`src/bps_pkg.sv`:
```
package bps_pkg;
	// bus address and register offsets
	localparam logic [6:0] SLAVE_ADDR = 7'h60;
	localparam logic [7:0] A_STATUS = 8'h00;
	localparam logic [7:0] A_P_HI = 8'h01;
	localparam logic [7:0] A_P_MID = 8'h02;
	localparam logic [7:0] A_P_LO = 8'h03;
	localparam logic [7:0] A_T_HI = 8'h04;
	localparam logic [7:0] A_T_LO = 8'h05;
	localparam logic [7:0] A_DRS = 8'h06;
	localparam logic [7:0] A_DP_HI = 8'h07;
	localparam logic [7:0] A_DP_MID = 8'h08;
	localparam logic [7:0] A_DP_LO = 8'h09;
	localparam logic [7:0] A_DT_HI = 8'h0a;
	localparam logic [7:0] A_DT_LO = 8'h0b;
	localparam logic [7:0] A_PART_ID = 8'h0c;
	localparam logic [7:0] A_BUF_STAT = 8'h0d;
	localparam logic [7:0] A_BUF_DATA = 8'h0e;
	localparam logic [7:0] A_BUF_SETUP = 8'h0f;
	localparam logic [7:0] A_TDLY = 8'h10;
	localparam logic [7:0] A_SYSMODE = 8'h11;
	localparam logic [7:0] A_ICAUSE = 8'h12;
	localparam logic [7:0] A_EVCFG = 8'h13;
	localparam logic [7:0] A_REF_HI = 8'h14;
	localparam logic [7:0] A_REF_LO = 8'h15;
	// reset values
	localparam logic [7:0] RST_ZERO = 8'h00;
	localparam logic [7:0] RST_REF_HI = 8'hc5;
	localparam logic [7:0] RST_REF_LO = 8'he7;
	// field positions
	localparam int DRS_RDY = 3;
	localparam int DRS_OW = 7;
	localparam int IC_PCHG = 0;
	localparam int IC_TCHG = 1;
	localparam int IC_TW = 3;
	localparam int IC_FIFO = 6;
	localparam int IC_DRDY = 7;
	localparam int BUF_MODE_HI = 7;
	localparam int BUF_MODE_LO = 6;
	localparam int SYSMODE_ACT = 0;
	// sample and byte widths
	localparam int P_W = 20;
	localparam int T_W = 12;
	localparam int BYTE_BITS = 8;

	typedef enum logic [2:0] {
		ST_IDLE, ST_ADDR, ST_AACK, ST_WR, ST_WACK, ST_RD, ST_RACK
	} bps_state_t;
endpackage

```
`src/bps_regs.sv`:
```
// How it works
// - temperature window flag never sets while the window value is zero.
// - pressure change flag sets when consecutive pressure samples differ beyond window.
// - temperature change flag uses the pressure window value as threshold.
// - data-ready flag follows the ready or overwrite status bits.
// - buffer flag sets on buffer overflow or watermark.
// - each sample after the first updates pressure and temperature deltas against the previous; the first zeroes them.
// - running minimum and maximum of pressure and temperature kept.
// - falling data with clock high starts a transaction; bus busy.
// - first byte carries seven-bit address and direction; respond only on match.
// - ninth clock is acknowledge; receiver holds data low through high phase.
// - any byte count; master may stretch clock low, logic just waits.
// - rising data with clock high is stop and ends the transfer.
// - slave answers at seven-bit address 0x60 (0xC0 write, 0xC1 read).
// - pressure bytes at 0x01-0x03 high first; temperature at 0x04-0x05.
// - burst pointer wraps from 0x05 back to 0x00.
// - delta bytes at 0x07-0x0B; burst pointer wraps from 0x0B to 0x06.
// - buffer data port keeps the pointer still on successive reads.
// - address 0x00 returns ready status or buffer status by buffer use.
// - sea-level reference bytes reset to 0xC5, 0xE7 and are writable.
// - read-only identification byte, untouched by mode transitions.
// - works at 100 kHz and 400 kHz; both lines idle high.
// - buffer mode non-zero aliases 0x00 to buffer status, 0x01 to data.
// - standby-to-active clears output, status, delta, delay and mode registers.
module bps_regs #(
	parameter logic [7:0] PART_ID = 8'h5a // arbitrary value
) (
	input wire logic clk,
	input wire logic sys_rst,
	input wire logic scl_pin,
	input wire logic sda_pin_in,
	output logic sda_pin_out,
	output logic sda_pin_oe_n,
	input wire logic sample_valid,
	input wire logic [bps_pkg::P_W-1:0] sample_pressure,
	input wire logic [bps_pkg::T_W-1:0] sample_temp,
	input wire logic [15:0] pressure_window,
	input wire logic [7:0] temp_target,
	input wire logic [7:0] temp_window_value,
	input wire logic go_active,
	input wire logic active_mode,
	input wire logic [7:0] buffer_flags,
	input wire logic [7:0] buffer_byte,
	input wire logic buffer_overflow,
	input wire logic buffer_watermark,
	output logic buffer_pop,
	output logic [1:0] buffer_mode,
	output logic [15:0] sea_level_ref,
	output logic [7:0] event_config,
	output logic [7:0] int_flags,
	output logic [bps_pkg::P_W-1:0] pressure_min,
	output logic [bps_pkg::P_W-1:0] pressure_max,
	output logic [bps_pkg::T_W-1:0] temp_min,
	output logic [bps_pkg::T_W-1:0] temp_max
);
	import bps_pkg::*;

	function automatic logic [7:0] next_addr(input logic [7:0] a, input logic buf_on);
		logic [7:0] n;
		n = a + 8'h01;
		if (a == A_T_LO)
			n = A_STATUS;
		if (a == A_DT_LO)
			n = A_DRS;
		if (a == A_BUF_DATA || (buf_on && a == A_P_HI))
			n = a;
		return n;
	endfunction

	// pin synchronisers; stage 1 feeds stage 2 only
	logic scl_s1_q, scl_s2_q, scl_s3_q, sda_s1_q, sda_s2_q, sda_s3_q;
	always_ff @(posedge clk or posedge sys_rst)
	begin
		if (sys_rst)
		begin
			{scl_s1_q, scl_s2_q, scl_s3_q} <= 3'b111;
			{sda_s1_q, sda_s2_q, sda_s3_q} <= 3'b111;
		end
		else
		begin
			{scl_s1_q, scl_s2_q, scl_s3_q} <= {scl_pin, scl_s1_q, scl_s2_q};
			{sda_s1_q, sda_s2_q, sda_s3_q} <= {sda_pin_in, sda_s1_q, sda_s2_q};
		end
	end

	wire scl_rise = scl_s2_q & ~scl_s3_q;
	wire scl_fall = ~scl_s2_q & scl_s3_q;
	wire bus_start = scl_s2_q & scl_s3_q & ~sda_s2_q & sda_s3_q;
	wire bus_stop = scl_s2_q & scl_s3_q & sda_s2_q & ~sda_s3_q;

	bps_state_t st_q;
	logic [7:0] shift_q, ptr_q;
	logic [3:0] bit_q;
	logic rw_q, ptr_set_q, drive_q;

	logic [7:0] setup_q, evcfg_q, ref_hi_q, ref_lo_q, drs_q, tdly_q, sysmode_q, icause_q;
	logic [P_W-1:0] out_p_q, dp_q;
	logic [T_W-1:0] out_t_q, dt_q;

	wire buf_on = setup_q[BUF_MODE_HI:BUF_MODE_LO] != 2'b00;
	wire byte_done = bit_q == 4'd8;
	wire addr_hit = shift_q[7:1] == SLAVE_ADDR;
	wire load_rd = scl_fall & ((st_q == ST_AACK & rw_q) | st_q == ST_RACK);
	wire wr_en = scl_fall & st_q == ST_WR & byte_done & ptr_set_q;
	wire ptr_wr = scl_fall & st_q == ST_WR & byte_done & ~ptr_set_q;
	wire [7:0] ptr_next = next_addr(ptr_q, buf_on);

	wire [7:0] p_hi = out_p_q[19:12];
	wire [7:0] p_mid = out_p_q[11:4];
	wire [7:0] p_lo = {out_p_q[3:0], 4'h0};
	wire [7:0] t_hi = out_t_q[11:4];
	wire [7:0] t_lo = {out_t_q[3:0], 4'h0};

	logic [7:0] rd_byte;
	always_comb
	begin
		unique case (ptr_q)
			A_STATUS: rd_byte = buf_on ? buffer_flags : drs_q;
			A_P_HI: rd_byte = buf_on ? buffer_byte : p_hi;
			A_P_MID: rd_byte = p_mid;
			A_P_LO: rd_byte = p_lo;
			A_T_HI: rd_byte = t_hi;
			A_T_LO: rd_byte = t_lo;
			A_DRS: rd_byte = drs_q;
			A_DP_HI: rd_byte = dp_q[19:12];
			A_DP_MID: rd_byte = dp_q[11:4];
			A_DP_LO: rd_byte = {dp_q[3:0], 4'h0};
			A_DT_HI: rd_byte = dt_q[11:4];
			A_DT_LO: rd_byte = {dt_q[3:0], 4'h0};
			A_PART_ID: rd_byte = PART_ID;
			A_BUF_STAT: rd_byte = buffer_flags;
			A_BUF_DATA: rd_byte = buffer_byte;
			A_BUF_SETUP: rd_byte = setup_q;
			A_TDLY: rd_byte = tdly_q;
			A_SYSMODE: rd_byte = sysmode_q;
			A_ICAUSE: rd_byte = icause_q;
			A_EVCFG: rd_byte = evcfg_q;
			A_REF_HI: rd_byte = ref_hi_q;
			A_REF_LO: rd_byte = ref_lo_q;
			default: rd_byte = RST_ZERO;
		endcase
	end

	// slave engine; clock stretching needs nothing, edges just arrive late
	always_ff @(posedge clk or posedge sys_rst)
	begin
		if (sys_rst)
		begin
			st_q <= ST_IDLE;
			shift_q <= 8'h00;
			bit_q <= 4'd0;
			rw_q <= 1'b0;
			ptr_set_q <= 1'b0;
			drive_q <= 1'b0;
		end
		else if (bus_start)
		begin
			st_q <= ST_ADDR;
			bit_q <= 4'd0;
			drive_q <= 1'b0;
		end
		else if (bus_stop)
		begin
			st_q <= ST_IDLE;
			drive_q <= 1'b0;
		end
		else
		begin
			unique case (st_q)
				ST_IDLE:
				begin
					drive_q <= 1'b0;
				end
				ST_ADDR, ST_WR:
				begin
					if (scl_rise && !byte_done)
					begin
						shift_q <= {shift_q[6:0], sda_s2_q};
						bit_q <= bit_q + 4'd1;
					end
					else if (scl_fall && byte_done)
					begin
						drive_q <= st_q == ST_WR || addr_hit;
						if (st_q == ST_WR)
							st_q <= ST_WACK;
						else
							st_q <= addr_hit ? ST_AACK : ST_IDLE;
						if (st_q == ST_ADDR)
							rw_q <= shift_q[0];
						if (st_q == ST_WR)
							ptr_set_q <= 1'b1;
					end
				end
				ST_AACK, ST_RACK:
				begin
					if (scl_rise && st_q == ST_RACK && sda_s2_q)
					begin
						// master nack ends the burst
						st_q <= ST_IDLE;
					end
					else if (scl_fall)
					begin
						bit_q <= rw_q ? 4'd1 : 4'd0;
						st_q <= rw_q ? ST_RD : ST_WR;
						shift_q <= rd_byte;
						drive_q <= rw_q & ~rd_byte[7];
						if (!rw_q)
							ptr_set_q <= 1'b0;
					end
				end
				ST_WACK:
				begin
					if (scl_fall)
					begin
						st_q <= ST_WR;
						bit_q <= 4'd0;
						drive_q <= 1'b0;
					end
				end
				ST_RD:
				begin
					if (scl_fall)
					begin
						// transmitter releases for the ack clock
						if (byte_done)
						begin
							st_q <= ST_RACK;
							drive_q <= 1'b0;
						end
						else
						begin
							shift_q <= {shift_q[6:0], 1'b0};
							drive_q <= ~shift_q[6];
							bit_q <= bit_q + 4'd1;
						end
					end
				end
				default: st_q <= ST_IDLE;
			endcase
		end
	end

	// open drain: only ever pulls low
	assign sda_pin_out = 1'b0;
	assign sda_pin_oe_n = ~drive_q;

	always_ff @(posedge clk or posedge sys_rst)
	begin
		if (sys_rst)
			ptr_q <= 8'h00;
		else if (ptr_wr)
			ptr_q <= shift_q;
		else if (wr_en || load_rd)
			ptr_q <= ptr_next;
	end

	// configuration survives mode changes; only reset or a bus write touches it
	always_ff @(posedge clk or posedge sys_rst)
	begin
		if (sys_rst)
		begin
			setup_q <= RST_ZERO;
			evcfg_q <= RST_ZERO;
			ref_hi_q <= RST_REF_HI;
			ref_lo_q <= RST_REF_LO;
		end
		else if (wr_en)
		begin
			if (ptr_q == A_BUF_SETUP)
				setup_q <= shift_q;
			if (ptr_q == A_EVCFG)
				evcfg_q <= shift_q;
			if (ptr_q == A_REF_HI)
				ref_hi_q <= shift_q;
			if (ptr_q == A_REF_LO)
				ref_lo_q <= shift_q;
		end
	end

	wire [P_W-1:0] dp_new = sample_pressure - out_p_q;
	wire [T_W-1:0] dt_new = sample_temp - out_t_q;
	wire [P_W-1:0] dp_abs = dp_new[P_W-1] ? P_W'(-dp_new) : dp_new;
	wire [T_W-1:0] dt_abs = dt_new[T_W-1] ? T_W'(-dt_new) : dt_new;
	logic have_q;
	wire set_pchg = sample_valid & have_q & (dp_abs > {4'h0, pressure_window});
	wire set_tchg = sample_valid & have_q & ({4'h0, dt_abs} > pressure_window);
	wire [8:0] tw_diff = {sample_temp[11], sample_temp[11:4]} - {temp_target[7], temp_target};
	wire [8:0] tw_abs = tw_diff[8] ? 9'(-tw_diff) : tw_diff;
	wire set_tw = sample_valid & (temp_window_value != 8'h00) & (tw_abs <= {1'b0, temp_window_value});
	wire set_drdy = drs_q[DRS_RDY] | drs_q[DRS_OW];
	wire set_fifo = buffer_overflow | buffer_watermark;
	wire [7:0] ic_set = (8'(set_pchg) << IC_PCHG) | (8'(set_tchg) << IC_TCHG)
		| (8'(set_tw) << IC_TW) | (8'(set_fifo) << IC_FIFO) | (8'(set_drdy) << IC_DRDY);
	wire ic_clr = load_rd & ptr_q == A_ICAUSE;
	wire drs_clr = load_rd & ptr_q == A_T_LO;
	wire [7:0] drs_set = (8'(sample_valid) << DRS_RDY)
		| (8'(sample_valid & drs_q[DRS_RDY]) << DRS_OW);

	// set wins over a read-clear in the same cycle
	always_ff @(posedge clk or posedge sys_rst)
	begin
		if (sys_rst)
			icause_q <= RST_ZERO;
		else
			icause_q <= ic_set | (ic_clr ? RST_ZERO : icause_q);
	end

	always_ff @(posedge clk or posedge sys_rst)
	begin
		if (sys_rst)
		begin
			out_p_q <= '0;
			out_t_q <= '0;
			dp_q <= '0;
			dt_q <= '0;
			drs_q <= RST_ZERO;
			tdly_q <= RST_ZERO;
			sysmode_q <= RST_ZERO;
			have_q <= 1'b0;
		end
		else if (go_active)
		begin
			out_p_q <= '0;
			out_t_q <= '0;
			dp_q <= '0;
			dt_q <= '0;
			drs_q <= RST_ZERO;
			tdly_q <= RST_ZERO;
			sysmode_q <= RST_ZERO;
			have_q <= 1'b0;
		end
		else
		begin
			sysmode_q <= 8'(active_mode) << SYSMODE_ACT;
			drs_q <= drs_set | (drs_clr ? RST_ZERO : drs_q);
			if (sample_valid)
			begin
				out_p_q <= sample_pressure;
				out_t_q <= sample_temp;
				dp_q <= have_q ? dp_new : '0;
				dt_q <= have_q ? dt_new : '0;
				have_q <= 1'b1;
				if (buffer_overflow && tdly_q != 8'hff)
					tdly_q <= tdly_q + 8'h01;
			end
		end
	end

	// running extremes, seeded by the first sample
	logic mm_q;
	always_ff @(posedge clk or posedge sys_rst)
	begin
		if (sys_rst)
		begin
			mm_q <= 1'b0;
			pressure_min <= '0;
			pressure_max <= '0;
			temp_min <= '0;
			temp_max <= '0;
		end
		else if (sample_valid)
		begin
			mm_q <= 1'b1;
			if (!mm_q || sample_pressure < pressure_min)
				pressure_min <= sample_pressure;
			if (!mm_q || sample_pressure > pressure_max)
				pressure_max <= sample_pressure;
			if (!mm_q || sample_temp < temp_min)
				temp_min <= sample_temp;
			if (!mm_q || sample_temp > temp_max)
				temp_max <= sample_temp;
		end
	end

	always_ff @(posedge clk or posedge sys_rst)
	begin
		if (sys_rst)
			buffer_pop <= 1'b0;
		else
			buffer_pop <= load_rd & (ptr_q == A_BUF_DATA | (buf_on & ptr_q == A_P_HI));
	end

	assign buffer_mode = setup_q[BUF_MODE_HI:BUF_MODE_LO];
	assign sea_level_ref = {ref_hi_q, ref_lo_q};
	assign event_config = evcfg_q;
	assign int_flags = icause_q;
endmodule

```
`config.mk`:
```
export PLATFORM = sky130hd
export DESIGN_NAME = bps_regs
export DESIGN_NICKNAME = d
export VERILOG_FILES = /design/src/bps_pkg.sv /design/src/bps_regs.sv
export SDC_FILE = /design/constraint.sdc
export NUM_CORES = 1
export LEC_CHECK = 0
export BUFFER_PORTS_ARGS = -buffer_cell sky130_fd_sc_hd__buf_2
export CORE_MARGIN = 2
export CORE_UTILIZATION = 25
export CTS_CLUSTER_SIZE = 14
export DETAILED_ROUTE_END_ITERATION = 7
export PLACE_DENSITY_LB_ADDON = 0.08
export SYNTH_ARGS = -nofsm -noshare
export SYNTH_HDL_FRONTEND = slang
export SYNTH_SLANG_ARGS = --single-unit
```
`constraint.sdc`:
```
create_clock -name clk -period 15.7 [get_ports clk]
set_clock_uncertainty 0.1 [all_clocks]
set_input_delay 2.355 -clock clk [delete_from_list [all_inputs] [get_ports clk]]
set_output_delay 2.355 -clock clk [all_outputs]
set_load 0.1 [all_outputs]
```
# Word-level counts from Yosys, hierarchy flattened
# Cells that the tools add are included.
# W data, S select, Z words.
word_totals:
  mem_count: 0
  ramBits: 0
  input_bits: 89
  wordCells: 270
  latch_bits: 0
  register_bits: 220
  romBits: 0
op_classes:
  n_reduce_logical: 44
  bitwise_logic: 46
  mul: 0
  div_mod_pow: 0
  n_mux: 76
  n_eq_ne: 56
  addsub: 9
  shifts: 0
  n_lt_le_gt_ge: 7
ops:
  columns: ["cell", "count"]
  rows:
  - ["$pmux W8 S22", 1]
  - ["$mux W8", 18]
  - ["$mux W20", 6]
  - ["$mux W12", 6]
  - ["$eq A8 B4 Y1 const B", 8]
  - ["$eq A8 B5 Y1 const B", 6]
  - ["$mux W3", 11]
  - ["$eq A8 B3 Y1 const B", 4]
  - ["$mux W4", 8]
  - ["$ne A4 B4 Y1 const B", 7]
  - ["$and A1 B1 Y1", 24]
  - ["$pmux W8 S3", 1]
  - ["$ne A2 B2 Y1 const B", 11]
  - ["$ne A3 B3 Y1 const B", 7]
  - ["$gt A20 B16 Y1", 1]
  - ["$gt A20 B20 Y1", 1]
  - ["$lt A20 B20 Y1", 1]
  - ["$neg A20 Y20", 1]
  - ["$reduce_and A2 Y1", 10]
  - ["$sub A20 B20 Y20", 1]
  - ["$mux W1", 19]
  - ["$add A8 B1 Y8 const B", 2]
  - ["$eq A8 B2 Y1 const B", 2]
  - ["$gt A12 B16 Y1", 1]
  - ["45 further kinds", 81]

# Logic depth before layout (Yosys ltp)
# Gate-level depths: netlist of the first run.
logic_depth:
  word_depth: 10
  ltp_mapped: 22
  depth_no_buf: 22

# Least setup slack after synthesis of the first run
# OpenSTA, ideal clock, no wires.
synth_timing:
  path_kind: "input to register"
  start: "in sample_pressure[0] (netlist name)"
  end: "reg icause_q[0], in the netlist int_flags[0]"
  required_ns: 15.466
  cell_stages: 17
  setup_ns: 0.134
  arrival_ns: 6.052
  path_buffers: 0
  slack_ns: 9.415
  path_cell_list: "inv_1 -> ha_1 -> inv_1 -> fa_1 -> a21o_1 -> and4_4 -> or3_4 -> a2111oi_4 -> nand4_2 -> or4_4 -> o21ai_1 -> xnor2_1 -> ha_1 -> nand4_1 -> or4_1 -> a21boi_0 -> a32oi_1"
synth_between:
  elab_chain_len: 10
synth_rtl:
  columns: ["element", "line", "source"]
  rows:
  - ["start, declared", "bps_regs.sv:35", "input wire logic [bps_pkg::P_W-1:0] sample_pressure,"]
  - ["$sub A20 B20 Y20 *", "bps_regs.sv:280", "wire [P_W-1:0] dp_new = sample_pressure - out_p_q;"]
  - ["$neg A20 Y20", "bps_regs.sv:282", "wire [P_W-1:0] dp_abs = dp_new[P_W-1] ? P_W'(-dp_new) : dp_new;"]
  - ["$mux W20 *", "bps_regs.sv:282", null]
  - ["$gt A20 B16 Y1 *", "bps_regs.sv:285", "wire set_pchg = sample_valid & have_q & (dp_abs > {4'h0, pressure_window});"]
  - ["$and A1 B1 Y1 *", "bps_regs.sv:285", null]
  - ["$or A1 B2 Y2 *", "bps_regs.sv:292", "wire [7:0] ic_set = (8'(set_pchg) << IC_PCHG) | (8'(set_tchg) << IC_TCHG)"]
  - ["$or A2 B4 Y4 *", "bps_regs.sv:293", "| (8'(set_tw) << IC_TW) | (8'(set_fifo) << IC_FIFO) | (8'(set_drdy) << IC_DRDY);"]
  - ["$or A4 B7 Y7 *", "bps_regs.sv:293", null]
  - ["$or A7 B8 Y8 *", "bps_regs.sv:293", null]
  - ["$or A8 B8 Y8 *", "bps_regs.sv:305", "icause_q <= ic_set | (ic_clr ? RST_ZERO : icause_q);"]
  - ["end signal, assigned", "bps_regs.sv:305", null]
  - ["end, declared", "bps_regs.sv:96", "logic [7:0] setup_q, evcfg_q, ref_hi_q, ref_lo_q, drs_q, tdly_q, sysmode_q, icause_q;"]
# Every way passes the cells marked *; elsewhere a longest branch is shown, timed or not.
# A chain may end at the register's enable or synchronous reset.

# Final worst setup path of the first run
# Ends and elaborated chain as after synthesis.

==> run_results.csv, run 1 <==
group,metric,value,unit
power,leakage,0.00836,µW
critical_path,startpoint_type,"input pin",
timing,finalSetupTns,0,ns
critical_path,worstPathArrival,6.61,ns
floorplan,core,60500,µm²
clocking,hold_buffers,0,
critical_path,slowest_stage,"or4_1",
synthesis,yosysTopAreaCellShare,0.319,
grt,grt_pass1_vias,13500,
timing,finalSetupViolCount,0,
finish,final_common_cell,"dfrtp_1",
finish,final_area,18100,µm²
clocking,clk_latency,0.60,ns
floorplan,rows,90,
critical_path,rr_worst_depth,19,
finish,fillers,6414,
hold_path,worstHoldStart,"scl_s1_q$_DFF_PP1_",
clocking,clk_pin_slew,0.06,ns
power,power_per_cell_area,171,nW/µm²
finish,syn2layout_area_growth,18.1,%
timing,fmax,160,MHz
placement,place_congestion,0.901,
critical_path,cp_data_required_time,16.05,ns
timing,fin_ws,9.44,ns
grt,grt_first_pass_wirelength,88900,µm
synthesis,synth_warnings,0,
critical_path,reg2reg_from,"out_p_q[4]$_DFFE_PP0P_",
synthesis,async_reset_ff_frac,1.00,
grt,antenna_found_initial,2,
timing,slew_violations,0,
power,total_power,3090,µW
synthesis,synth_seq_area_share,0.346,
clocking,clockRootBuffer,"clkbuf_16",
synthesis,netlist_area,15300,µm²
synthesis,synth_compound_area_frac,0.189,
critical_path,worstPathMaxFanout,5,
finish,final_layout_size_suffix_gt1_frac,0.202,
power,ir_drop,0.148,mV
detailed_routing,wl_per_cell,22.3,µm
timing,relSlewSlack,0.225,
synthesis,synth_xor_area_frac,0.0349,
floorplan,die_height,251,µm
finish,final_cells,2655,
timing,fin_crit,6.26,ns
detailed_routing,drt-pass1-iter-count,5,
synthesis,synth_top_family_by_area,"compound AO/OA/AOI/OAI gates",
clocking,clockBufferDepth,3,
grt,grt_max_degree,83,
critical_path,r2r_end,"int_flags[0]$_DFF_PP0_",
floorplan,die_w,251,µm
placement,dpl.hpwl,45800,µm
critical_path,critPathKind,"input pin to register",
synthesis,synth_simple_gate_area_frac,0.154,
floorplan,initial_core_util,0.253,
clocking,clock_sinks,211,
critical_path,end_kind,"register",
placement,placed_cell_area,17000,µm²
placement,place_ws,8.87,ns
timing,rsz0062_at_grt,"false",
synthesis,synth_edf_count,0,
synthesis,synth.area.mux_share,0.0936,
grt,grt_overflow,0,
critical_path,worst-path-buf-inv,3,
timing,hold_violations,0,
grt,grt_util_all_layers,0.185,
clocking,htreeDepth,1,
synthesis,synth_adder_area_share,0.123,
timing,timing.final.crit_share,0.398,
detailed_routing,vias,13500,
detailed_routing,postRouteAntennaNets,0,
synthesis,synth_cell_types,82,
hold_path,hold_path_depth,0,
critical_path,cp_slowest_stage_delay,0.48,ns
synthesis,syn_area_per_cell,9.07,µm²
floorplan,dieArea,63200,µm²
job,drv_cap,0,
clocking,cts_tree,"done",
timing,worst_slew_pin_slew,1.16,ns
floorplan,io_pins,190,
clocking,numCtsBuffers,31,
critical_path,r2r_slack,10.77,ns
synthesis,yosysTopAreaCell,"dfrtp_1",
clocking,postCtsSetupBuffers,0,
placement,portBuffers,185,
finish,nets,2086,
finish,final_cell_mix,"195 x dfrtp_1, 185 x buf_2, 154 x inv_1, 146 x ha_1, 138 x nand2_1",
synthesis,synth_ff_type,"dfrtp_1",
synthesis,ys_ff_latch,211,
detailed_routing,routed_wl,59300,µm
detailed_routing,drc,0,
finish,antenna_cells,0,
clocking,post_cts_resized,0,
detailed_routing,dr.first_iter.drc_count,873,
critical_path,crit_chain,"buf_2, inv_1, ha_1, inv_1, fa_1, a21o_1, and4_4, or3_4, a2111oi_4, nand4_2, or4_4, o21ai_1, xnor2_1, ha_1, nand4_1, or4_1, a21boi_0, a32oi_1",
detailed_routing,vias_per_cell,5.07,
synthesis,synthCells,1688,
synthesis,netlist_top_cells_area,"dfrtp_1 32%, ha_1 12%, mux2_2 6.3%, inv_1 3.8%, nand2_1 3.4%",
outcome,outcome,"finished clean",
hold_path,hold_path_class,"register to register",
placement,dp.cells,2597,
critical_path,cp_top_family,"simple AND/OR/NAND/NOR gates",
hold_path,hold_end,"scl_s2_q$_DFF_PP1_",
## metrics by stage
step	hold slack, ns	utilization
5_1_grt	0.261	0.299
6_report	0.257	0.299
3_5_place_dp	0.247	0.281
2_1_floorplan	0.245	-
3_3_place_gp	0.247	0.281
4_1_cts	0.263	0.299
## state kept, by name, indices dropped and copies added (netlist names), 2 cells and up
register      count
int_flags         5
ref_lo_q          8
ref_hi_q          8
event_config      8
st_q              3
tdly_q            8
temp_min         12
out_p_q          20
temp_max         12
shift_q           8
bit_q             4
dp_q             20
setup_q           8
dt_q             12
pressure_max     20
out_t_q          12
drs_q             2
pressure_min     20
ptr_q             8
## where the power goes
group | total, µW | switching (µW) | leakage (µW) | internal, µW
combinational | 1560 | 1150 | 0.00520 | 404
sequential | 788 | 130 | 0.00265 | 658
clock | 739 | 293 | 0.000509 | 446
total | 3090 | 1580 | 0.00836 | 1510
## worst reg2reg max path, cell delays in order, from the launching register on
cell	delay (ns)
dfrtp_1	0.54
inv_1	0.08
ha_1	0.42
nor2_1	0.11
o21ai_0	0.40
o211ai_1	0.19
a31oi_1	0.33
mux2i_1	0.26
and4_1	0.52
a21oi_1	0.12
xnor2_1	0.21
ha_1	0.30
a21oi_1	0.16
nand2_1	0.06
a21oi_1	0.18
nor2_1	0.06
a2111oi_0	0.33
o21ai_0	0.12
a21boi_0	0.19
a32oi_1	0.11
## cells in the mapped netlist, types with 8 or more instances
master	number
dfrtp_1	195
inv_1	155
ha_1	146
nand2_1	138
nor2_1	131
o21ai_0	100
mux2_2	86
a21oi_1	74
clkbuf_1	56
mux2i_1	43
xnor2_1	37
nand4_1	30
nand3_1	29
a21o_1	28
nor3_1	28
a31oi_1	25
xor2_1	24
o211ai_1	22
a22o_1	20
nor2b_1	20
a22oi_1	18
dfstp_2	16
nor3b_1	16
and3_1	15
and2_1	14
o21a_1	14
a221oi_1	13
o311ai_0	11
a2111oi_0	9
a211oi_1	9
o22ai_1	9
nand2b_1	8
or2_2	8
## routing by layer
metal  vias to the layer above  part of all wire  track usage
li1                       6450                 -            -
met1                      6629              0.47        0.258
met2                       334              0.47        0.306
met3                        59             0.048       0.0245
met4                         2             0.017       0.0374
met5                         -           0.00027            0
## cells by family (layout without fill, tap and decap cells)
kind of cell / Yosys count / count (layout)
buffers and inverters: 228 / 410
other: 1 / 4
flip-flops: 211 / 211
XOR/XNOR: 61 / 61
AO/OA/AOI/OAI: 426 / 426
multiplexers: 132 / 132
adder cells (fa/ha/maj): 149 / 149
AND/OR/NAND/NOR: 480 / 480
## worst max path at each step
stage / startpoint / end / slack (ns) / depth (start not counted)
floorplan: sys_rst / bit_q[0]$_DFFE_PP0P_ / 7.51 / 1
global placement: sample_pressure[0] / int_flags[0]$_DFF_PP0_ / 8.96 / 18
detailed placement: sample_pressure[0] / int_flags[0]$_DFF_PP0_ / 8.87 / 18
CTS: sample_pressure[0] / int_flags[0]$_DFF_PP0_ / 9.50 / 18
global route: sample_pressure[5] / int_flags[0]$_DFF_PP0_ / 9.02 / 19
finish: sample_pressure[0] / int_flags[0]$_DFF_PP0_ / 9.44 / 18
## layout make-up
cell class	count	area, µm²	area share
inverter	156	593	0.0328
multi-input combinational	1252	9130	0.505
timing repair buffer	196	1010	0.0558
tap	782	978	0.0541
clock inverter	19	218	0.0120
sequential	211	5300	0.293
clock buffer	39	846	0.0468
No activity file was read; power rests on OpenSTA's default activity.
==> inputs of run 2 (changes only) <==
--- a/config.mk
+++ b/config.mk
@@ -5,6 +5,7 @@
 export SDC_FILE = /design/constraint.sdc
 export NUM_CORES = 1
 export LEC_CHECK = 0
+export ABC_AREA = 1
 export BUFFER_PORTS_ARGS = -buffer_cell sky130_fd_sc_hd__buf_2
 export CORE_MARGIN = 2
 export CORE_UTILIZATION = 25
==> constraint.sdc (replaced) <==
create_clock -name clk -period 5.5 [get_ports clk]
set_clock_uncertainty 0.1 [all_clocks]
set_input_delay 0.825 -clock clk [delete_from_list [all_inputs] [get_ports clk]]
set_output_delay 0.825 -clock clk [all_outputs]
set_load 0.1 [all_outputs]
==> run_results.csv, run 2 <==
group,metric,value,unit
placement,place_congestion,0.891,
synthesis,synth_commonest_cells,"443 x nand2_1, 368 x inv_1, 195 x dfrtp_1, 186 x o21ai_0, 146 x ha_1",
critical_path,startpoint_type,"register",
timing,fin_crit,4.29,ns
hold_path,hold_path_class,"input pin to register",
power,switching_share,0.517,
synthesis,synth_cell_types,65,
critical_path,cp_slowest_stage_delay,0.52,ns
critical_path,crit_top_cell,"nand2_1",
detailed_routing,routed_wl,58200,µm
detailed_routing,vias,14300,
grt,antenna_found_initial,0,
grt,grt_pass1_vias,14200,
timing,timing.final.crit_share,0.780,
job,drv_cap,0,
floorplan,dieArea,63000,µm²
timing,fmax,233,MHz
critical_path,worstPathArrival,4.67,ns
detailed_routing,dr.first_iter.drc_count,896,
synthesis,yosysTopAreaCellShare,0.320,
clocking,hold_buffers,0,
power,power_per_cell_area,438,nW/µm²
floorplan,initial_core_util,0.253,
critical_path,worstPathMaxFanout,12,
detailed_routing,drc,0,
synthesis,netlist_area,15300,µm²
timing,slew_violations,0,
placement,dpl.hpwl,47200,µm
power,ir_drop,0.353,mV
synthesis,synthCells,2063,
synthesis,synth_edf_count,0,
timing,hold_violations,0,
synthesis,synthMostInstantiatedCell,"nand2_1",
timing,finalSetupViolCount,0,
finish,nets,2484,
floorplan,core,60400,µm²
grt,grt_overflow,0,
timing,worst_slew_pin_slew,0.788,ns
synthesis,synth_ff_type,"dfrtp_1",
clocking,post_cts_resized,0,
clocking,clk_pin_slew,0.06,ns
clocking,numCtsBuffers,28,
floorplan,die_height,251,µm
synthesis,netlist_top_cells_area,"dfrtp_1 32%, ha_1 12%, nand2_1 11%, inv_1 9.0%, o21ai_0 6.1%",
critical_path,slowest_stage,"dfrtp_1",
grt,grt_max_degree,107,
power,seqPwrFrac,0.265,
synthesis,synth_warnings,0,
synthesis,synth_seq_area_share,0.347,
synthesis,yosysTopAreaCell,"dfrtp_1",
clocking,cts_tree,"done",
finish,final_cell_mix,"443 x nand2_1, 367 x inv_1, 195 x dfrtp_1, 186 x o21ai_0, 185 x buf_2",
critical_path,end_kind,"register",
floorplan,rows,90,
synthesis,async_reset_ff_frac,1.00,
floorplan,die_w,251,µm
finish,final_layout_size_suffix_gt1_frac,0.145,
clocking,clockBufferDepth,3,
power,p_switching,4070,µW
clocking,htreeDepth,1,
power,p_comb_frac,0.493,
detailed_routing,drt-pass1-iter-count,5,
clocking,postCtsSetupBuffers,0,
power,leakage,0.00909,µW
timing,holdWs,0.249,ns
synthesis,syn_area_per_cell,7.40,µm²
timing,relSlewSlack,0.467,
power,p_int,3810,µW
detailed_routing,vias_per_cell,4.69,
grt,grt_first_pass_wirelength,89000,µm
clocking,clockRootBuffer,"clkbuf_16",
critical_path,crit_chain,"inv_1, ha_1, nand2_1, nor2_1, inv_1, nor3_2, nand3_1, nand3_1, nand2_1, nand2_1, inv_2, nand2_1, xor2_1, inv_1, ha_1, nand2_1, nor2_1, nand4_1, o32ai_1, nand2_1, nor2_1, nand3_1, nand2_1, nand2_1",
timing,rsz0062_at_grt,"false",
clocking,clock_sinks,211,
detailed_routing,postRouteAntennaNets,0,
critical_path,critPathKind,"register to register",
placement,portBuffers,185,
detailed_routing,wl_per_cell,19.1,µm
finish,antenna_cells,0,
finish,final_common_cell,"nand2_1",
clocking,clk_latency,0.58,ns
grt,grt_util_all_layers,0.184,
power,p_clk_frac,0.242,
floorplan,io_pins,190,
critical_path,cp_data_required_time,5.87,ns
timing,finalSetupTns,0,ns
finish,syn2layout_area_growth,18.0,%
outcome,outcome,"finished clean",
synthesis,ys_ff_latch,211,
[run 2: power by group through the flow]
stage	clock network (µW)	registers (µW)	logic, µW
2_1_floorplan	0	3680	1420
3_3_place_gp	0	2120	3890
3_5_place_dp	0	2120	3910
4_1_cts	1970	2100	3920
5_1_grt	2030	2130	4250
6_report	1910	2090	3880
[run 2: final timing paths]
path | slack (ns) | from | cells past startpoint | to
min | 0.25 | scl_pin | 1 | scl_s1_q$_DFF_PP1_
min in group asynchronous | 0.29 | sys_rst | 2 | event_config[7]$_DFFE_PP0P_
min reg2reg | 0.26 | sda_s1_q$_DFF_PP1_ | 0 | sda_s2_q$_DFF_PP1_
max reg2reg | 1.21 | out_p_q[12]$_DFFE_PP0P_ | 24 | int_flags[0]$_DFF_PP0_
max | 1.21 | out_p_q[12]$_DFFE_PP0P_ | 24 | int_flags[0]$_DFF_PP0_
max in group asynchronous | 3.91 | sys_rst | 3 | temp_max[8]$_DFFE_PP0P_
[run 2: per-stage QoR]
step / std cells / util / setup slack, ns / cell area (µm²) / power, µW
6_report: 3048 / 0.298 / 1.21 / 18000 / 7880
3_3_place_gp: 2998 / 0.283 / 0.668 / 17100 / 6010
5_1_grt: 3048 / 0.298 / 0.803 / 18000 / 8410
2_1_floorplan: 2066 / - / 1.47 / 15300 / 5100
3_5_place_dp: 2998 / 0.283 / 0.650 / 17100 / 6030
4_1_cts: 3048 / 0.298 / 1.16 / 18000 / 7990
[run 2: cells by family after synthesis]
kind of cell | share of synthesized area
simple gates | 0.222
compound gates | 0.170
buf+inv | 0.110
flops | 0.347
fa+ha+maj | 0.124
xor+xnor | 0.0275
other cells | 0.000246
[run 2: critical path, delay by kind of cell, from the launching register on]
family / cells / cell delay (ns)
DFF: 1 / 0.52
and+or+nand+nor: 16 / 1.88
AOI/OAI and AO/OA: 1 / 0.36
adders and majority gates: 2 / 0.74
buffers and inverters: 4 / 0.46
xor gates and xnor gates: 1 / 0.14
[run 2: layout make-up]
| cell class | count | area [µm²] |
|---|---|---|
| clock buffer | 39 | 792 |
| fill | 6672 | 42300 |
| inverter | 390 | 1470 |
| timing repair buffer | 196 | 1020 |
| clock inverter | 11 | 146 |
| tap | 782 | 978 |
| sequential | 211 | 5300 |
| multi-input combinational | 1419 | 8300 |
[run 2: per-layer routing]
layer  vias to the layer above  wire, µm  global-route usage  share of wire
met5                         -         0                   0              0
met4                         0      1220              0.0452          0.021
met3                        57      2190              0.0212          0.038
met2                       270     26500               0.300           0.46
met1                      6795     28200               0.259           0.49
li1                       7169         -                   -              -
==> inputs of run 3 (changes only) <==
==> constraint.sdc (replaced) <==
create_clock -name clk -period 4.15 [get_ports clk]
set_clock_uncertainty 0.1 [all_clocks]
set_input_delay 0.6225 -clock clk [delete_from_list [all_inputs] [get_ports clk]]
set_output_delay 0.6225 -clock clk [all_outputs]
set_load 0.1 [all_outputs]
==> run_results.csv, run 3 (synthesized netlist as in run 2, its figures left out) <==
group,metric,value,unit
timing,fin_crit,3.81,ns
power,power_per_cell_area,575,nW/µm²
clocking,htreeDepth,1,
finish,ff_latch_area,5300,µm²
grt,grt_pass1_vias,14500,
grt,grt_use_met2,0.308,
critical_path,critPathKind,"register to register",
critical_path,worstPathArrival,4.22,ns
finish,fillers,6660,
critical_path,worst-path-buf-inv,3,
critical_path,end_kind,"register",
floorplan,initial_core_util,0.253,
critical_path,startpoint_type,"register",
floorplan,die_w,251,µm
critical_path,worstPathMaxFanout,3,
outcome,outcome,"finished clean",
placement,place_congestion,0.882,
finish,final_cell_mix,"441 x nand2_1, 366 x inv_1, 195 x dfrtp_1, 185 x o21ai_0, 185 x buf_2",
clocking,postCtsSetupBuffers,0,
hold_path,hold_path_class,"input pin to register",
timing,relSlewSlack,0.273,
critical_path,cp_data_required_time,4.56,ns
grt,grt_overflow,0,
grt,antenna_found_initial,1,
detailed_routing,routed_wl,59500,µm
clocking,hold_buffers,0,
power,ir_drop,0.514,mV
timing,rsz0062_at_grt,"false",
detailed_routing,vias,14700,
clocking,numCtsBuffers,28,
clocking,clockBufferDepth,3,
placement,portBuffers,185,
power,switching_share,0.503,
critical_path,cp_top_family,"simple AND/OR/NAND/NOR gates",
clocking,clock_sinks,211,
detailed_routing,drt-pass1-iter-count,5,
clocking,cts_tree,"done",
timing,worst_slew_pin_slew,1.09,ns
finish,nets,2579,
clocking,clk_pin_slew,0.06,ns
detailed_routing,wl_per_cell,18.9,µm
timing,slew_violations,0,
grt,grt_max_degree,63,
finish,multiInputGateArea,8340,µm²
clocking,clockRootBuffer,"clkbuf_16",
floorplan,die_height,251,µm
clocking,post_cts_resized,0,
grt,grt_util_all_layers,0.188,
critical_path,slowest_stage,"fa_2",
timing,holdWs,0.0419,ns
finish,final_layout_size_suffix_gt1_frac,0.186,
finish,syn2layout_area_growth,23.7,%
detailed_routing,dr.first_iter.drc_count,933,
detailed_routing,vias_per_cell,4.67,
power,leakage,0.00960,µW
grt,top_usage_layer,"met2",
floorplan,rows,90,
job,drv_cap,0,
power,p_int,5400,µW
finish,fin_util,0.313,
grt,use_met1,0.266,
grt,grt_first_pass_wirelength,90800,µm
power,p_clk_frac,0.254,
power,seqPwrFrac,0.254,
floorplan,io_pins,190,
placement,dpl.hpwl,48900,µm
clocking,clk_latency,0.57,ns
power,total_power,10900,µW
power,p_comb_frac,0.491,
detailed_routing,drc,0,
timing,finalSetupViolCount,0,
critical_path,cp_slowest_stage_delay,0.43,ns
timing,timing.final.crit_share,0.917,
critical_path,crit_top_cell,"nand2_1",
floorplan,core,60400,µm²
timing,fmax,263,MHz
power,p_switching,5450,µW
finish,antenna_cells,0,
finish,final_common_cell,"nand2_1",
detailed_routing,postRouteAntennaNets,0,
grt,grt_util_met3,0.0232,
timing,hold_violations,0,
floorplan,dieArea,63000,µm²
==> run 3: cell count changes in the layout (fill, tap and decap cells not counted), moves of 3 or more <==
cell      previous run  this run
nor2_2              11        15
clkbuf_8             5         8
buf_4               10       103
nor2_1             118       114
==> run 3: worst register-to-register path, cell delays in order (launching register included) <==
cell     delay [ns]
dfrtp_1        0.38
ha_1           0.18
inv_1          0.09
fa_2           0.43
inv_1          0.10
nand2_1        0.07
nor2_1         0.16
nand2_1        0.09
nor2_2         0.13
nand3_2        0.10
nor2_2         0.11
nand2_1        0.09
nand2_1        0.08
xor2_1         0.15
inv_1          0.07
ha_1           0.29
nand2_1        0.09
nor2_2         0.14
nand4_1        0.16
a21oi_1        0.18
nor2_1         0.08
nor2_1         0.11
o32ai_2        0.08
nand2_1        0.08
nor2_1         0.04
nand3_1        0.07
nand2_1        0.05
nand2_1        0.05
==> run 3: metrics by stage <==
step	setup slack, ns	area [µm²]	std cells	setup TNS, ns
2_1_floorplan	0.327	15300	2066	0
3_3_place_gp	-0.0183	17800	3093	-0.0183
3_5_place_dp	-0.0827	17800	3093	-0.162
4_1_cts	0.234	18800	3145	0
5_1_grt	0.000699	18900	3145	0
6_report	0.344	18900	3145	0
==> run 3: area by class of cell <==
cell class	count	area share
inverters	390	0.0778
clock inverters	11	0.00994
multi-input cells	1419	0.442
repair buffers	291	0.0931
well taps	782	0.0518
clock buffers	41	0.0450
flip-flops and latches	211	0.281
==> run 3: power groups by stage <==
stage | logic [µW] | registers, µW | clock network, µW
floorplan | 1890 | 4880 | 0
global placement | 5330 | 2800 | 0
detailed placement | 5360 | 2810 | 0
CTS | 5370 | 2780 | 2840
global route | 5820 | 2820 | 2910
finish | 5330 | 2760 | 2760
==> run 3: final timing paths <==
check                                        from                 endpoint  slack [ns]  depth (start not counted)
max                        out_p_q[0]$_DFFE_PP0P_   int_flags[0]$_DFF_PP0_        0.34                         27
min                                    sda_pin_in       sda_s1_q$_DFF_PP1_        0.04                          1
max reg2reg                out_p_q[0]$_DFFE_PP0P_   int_flags[0]$_DFF_PP0_        0.34                         27
min reg2reg                    sda_s1_q$_DFF_PP1_       sda_s2_q$_DFF_PP1_        0.25                          0
max in group asynchronous                 sys_rst  out_t_q[11]$_DFFE_PP0P_        2.98                          3
min in group asynchronous                 sys_rst  ref_lo_q[4]$_DFFE_PP0P_        0.10                          2
==> run 3: metal layers <==
layer	up-vias	share of wire
met5	-	0
met4	0	0.015
met3	49	0.042
met2	277	0.46
met1	6980	0.49
li1	7379	-
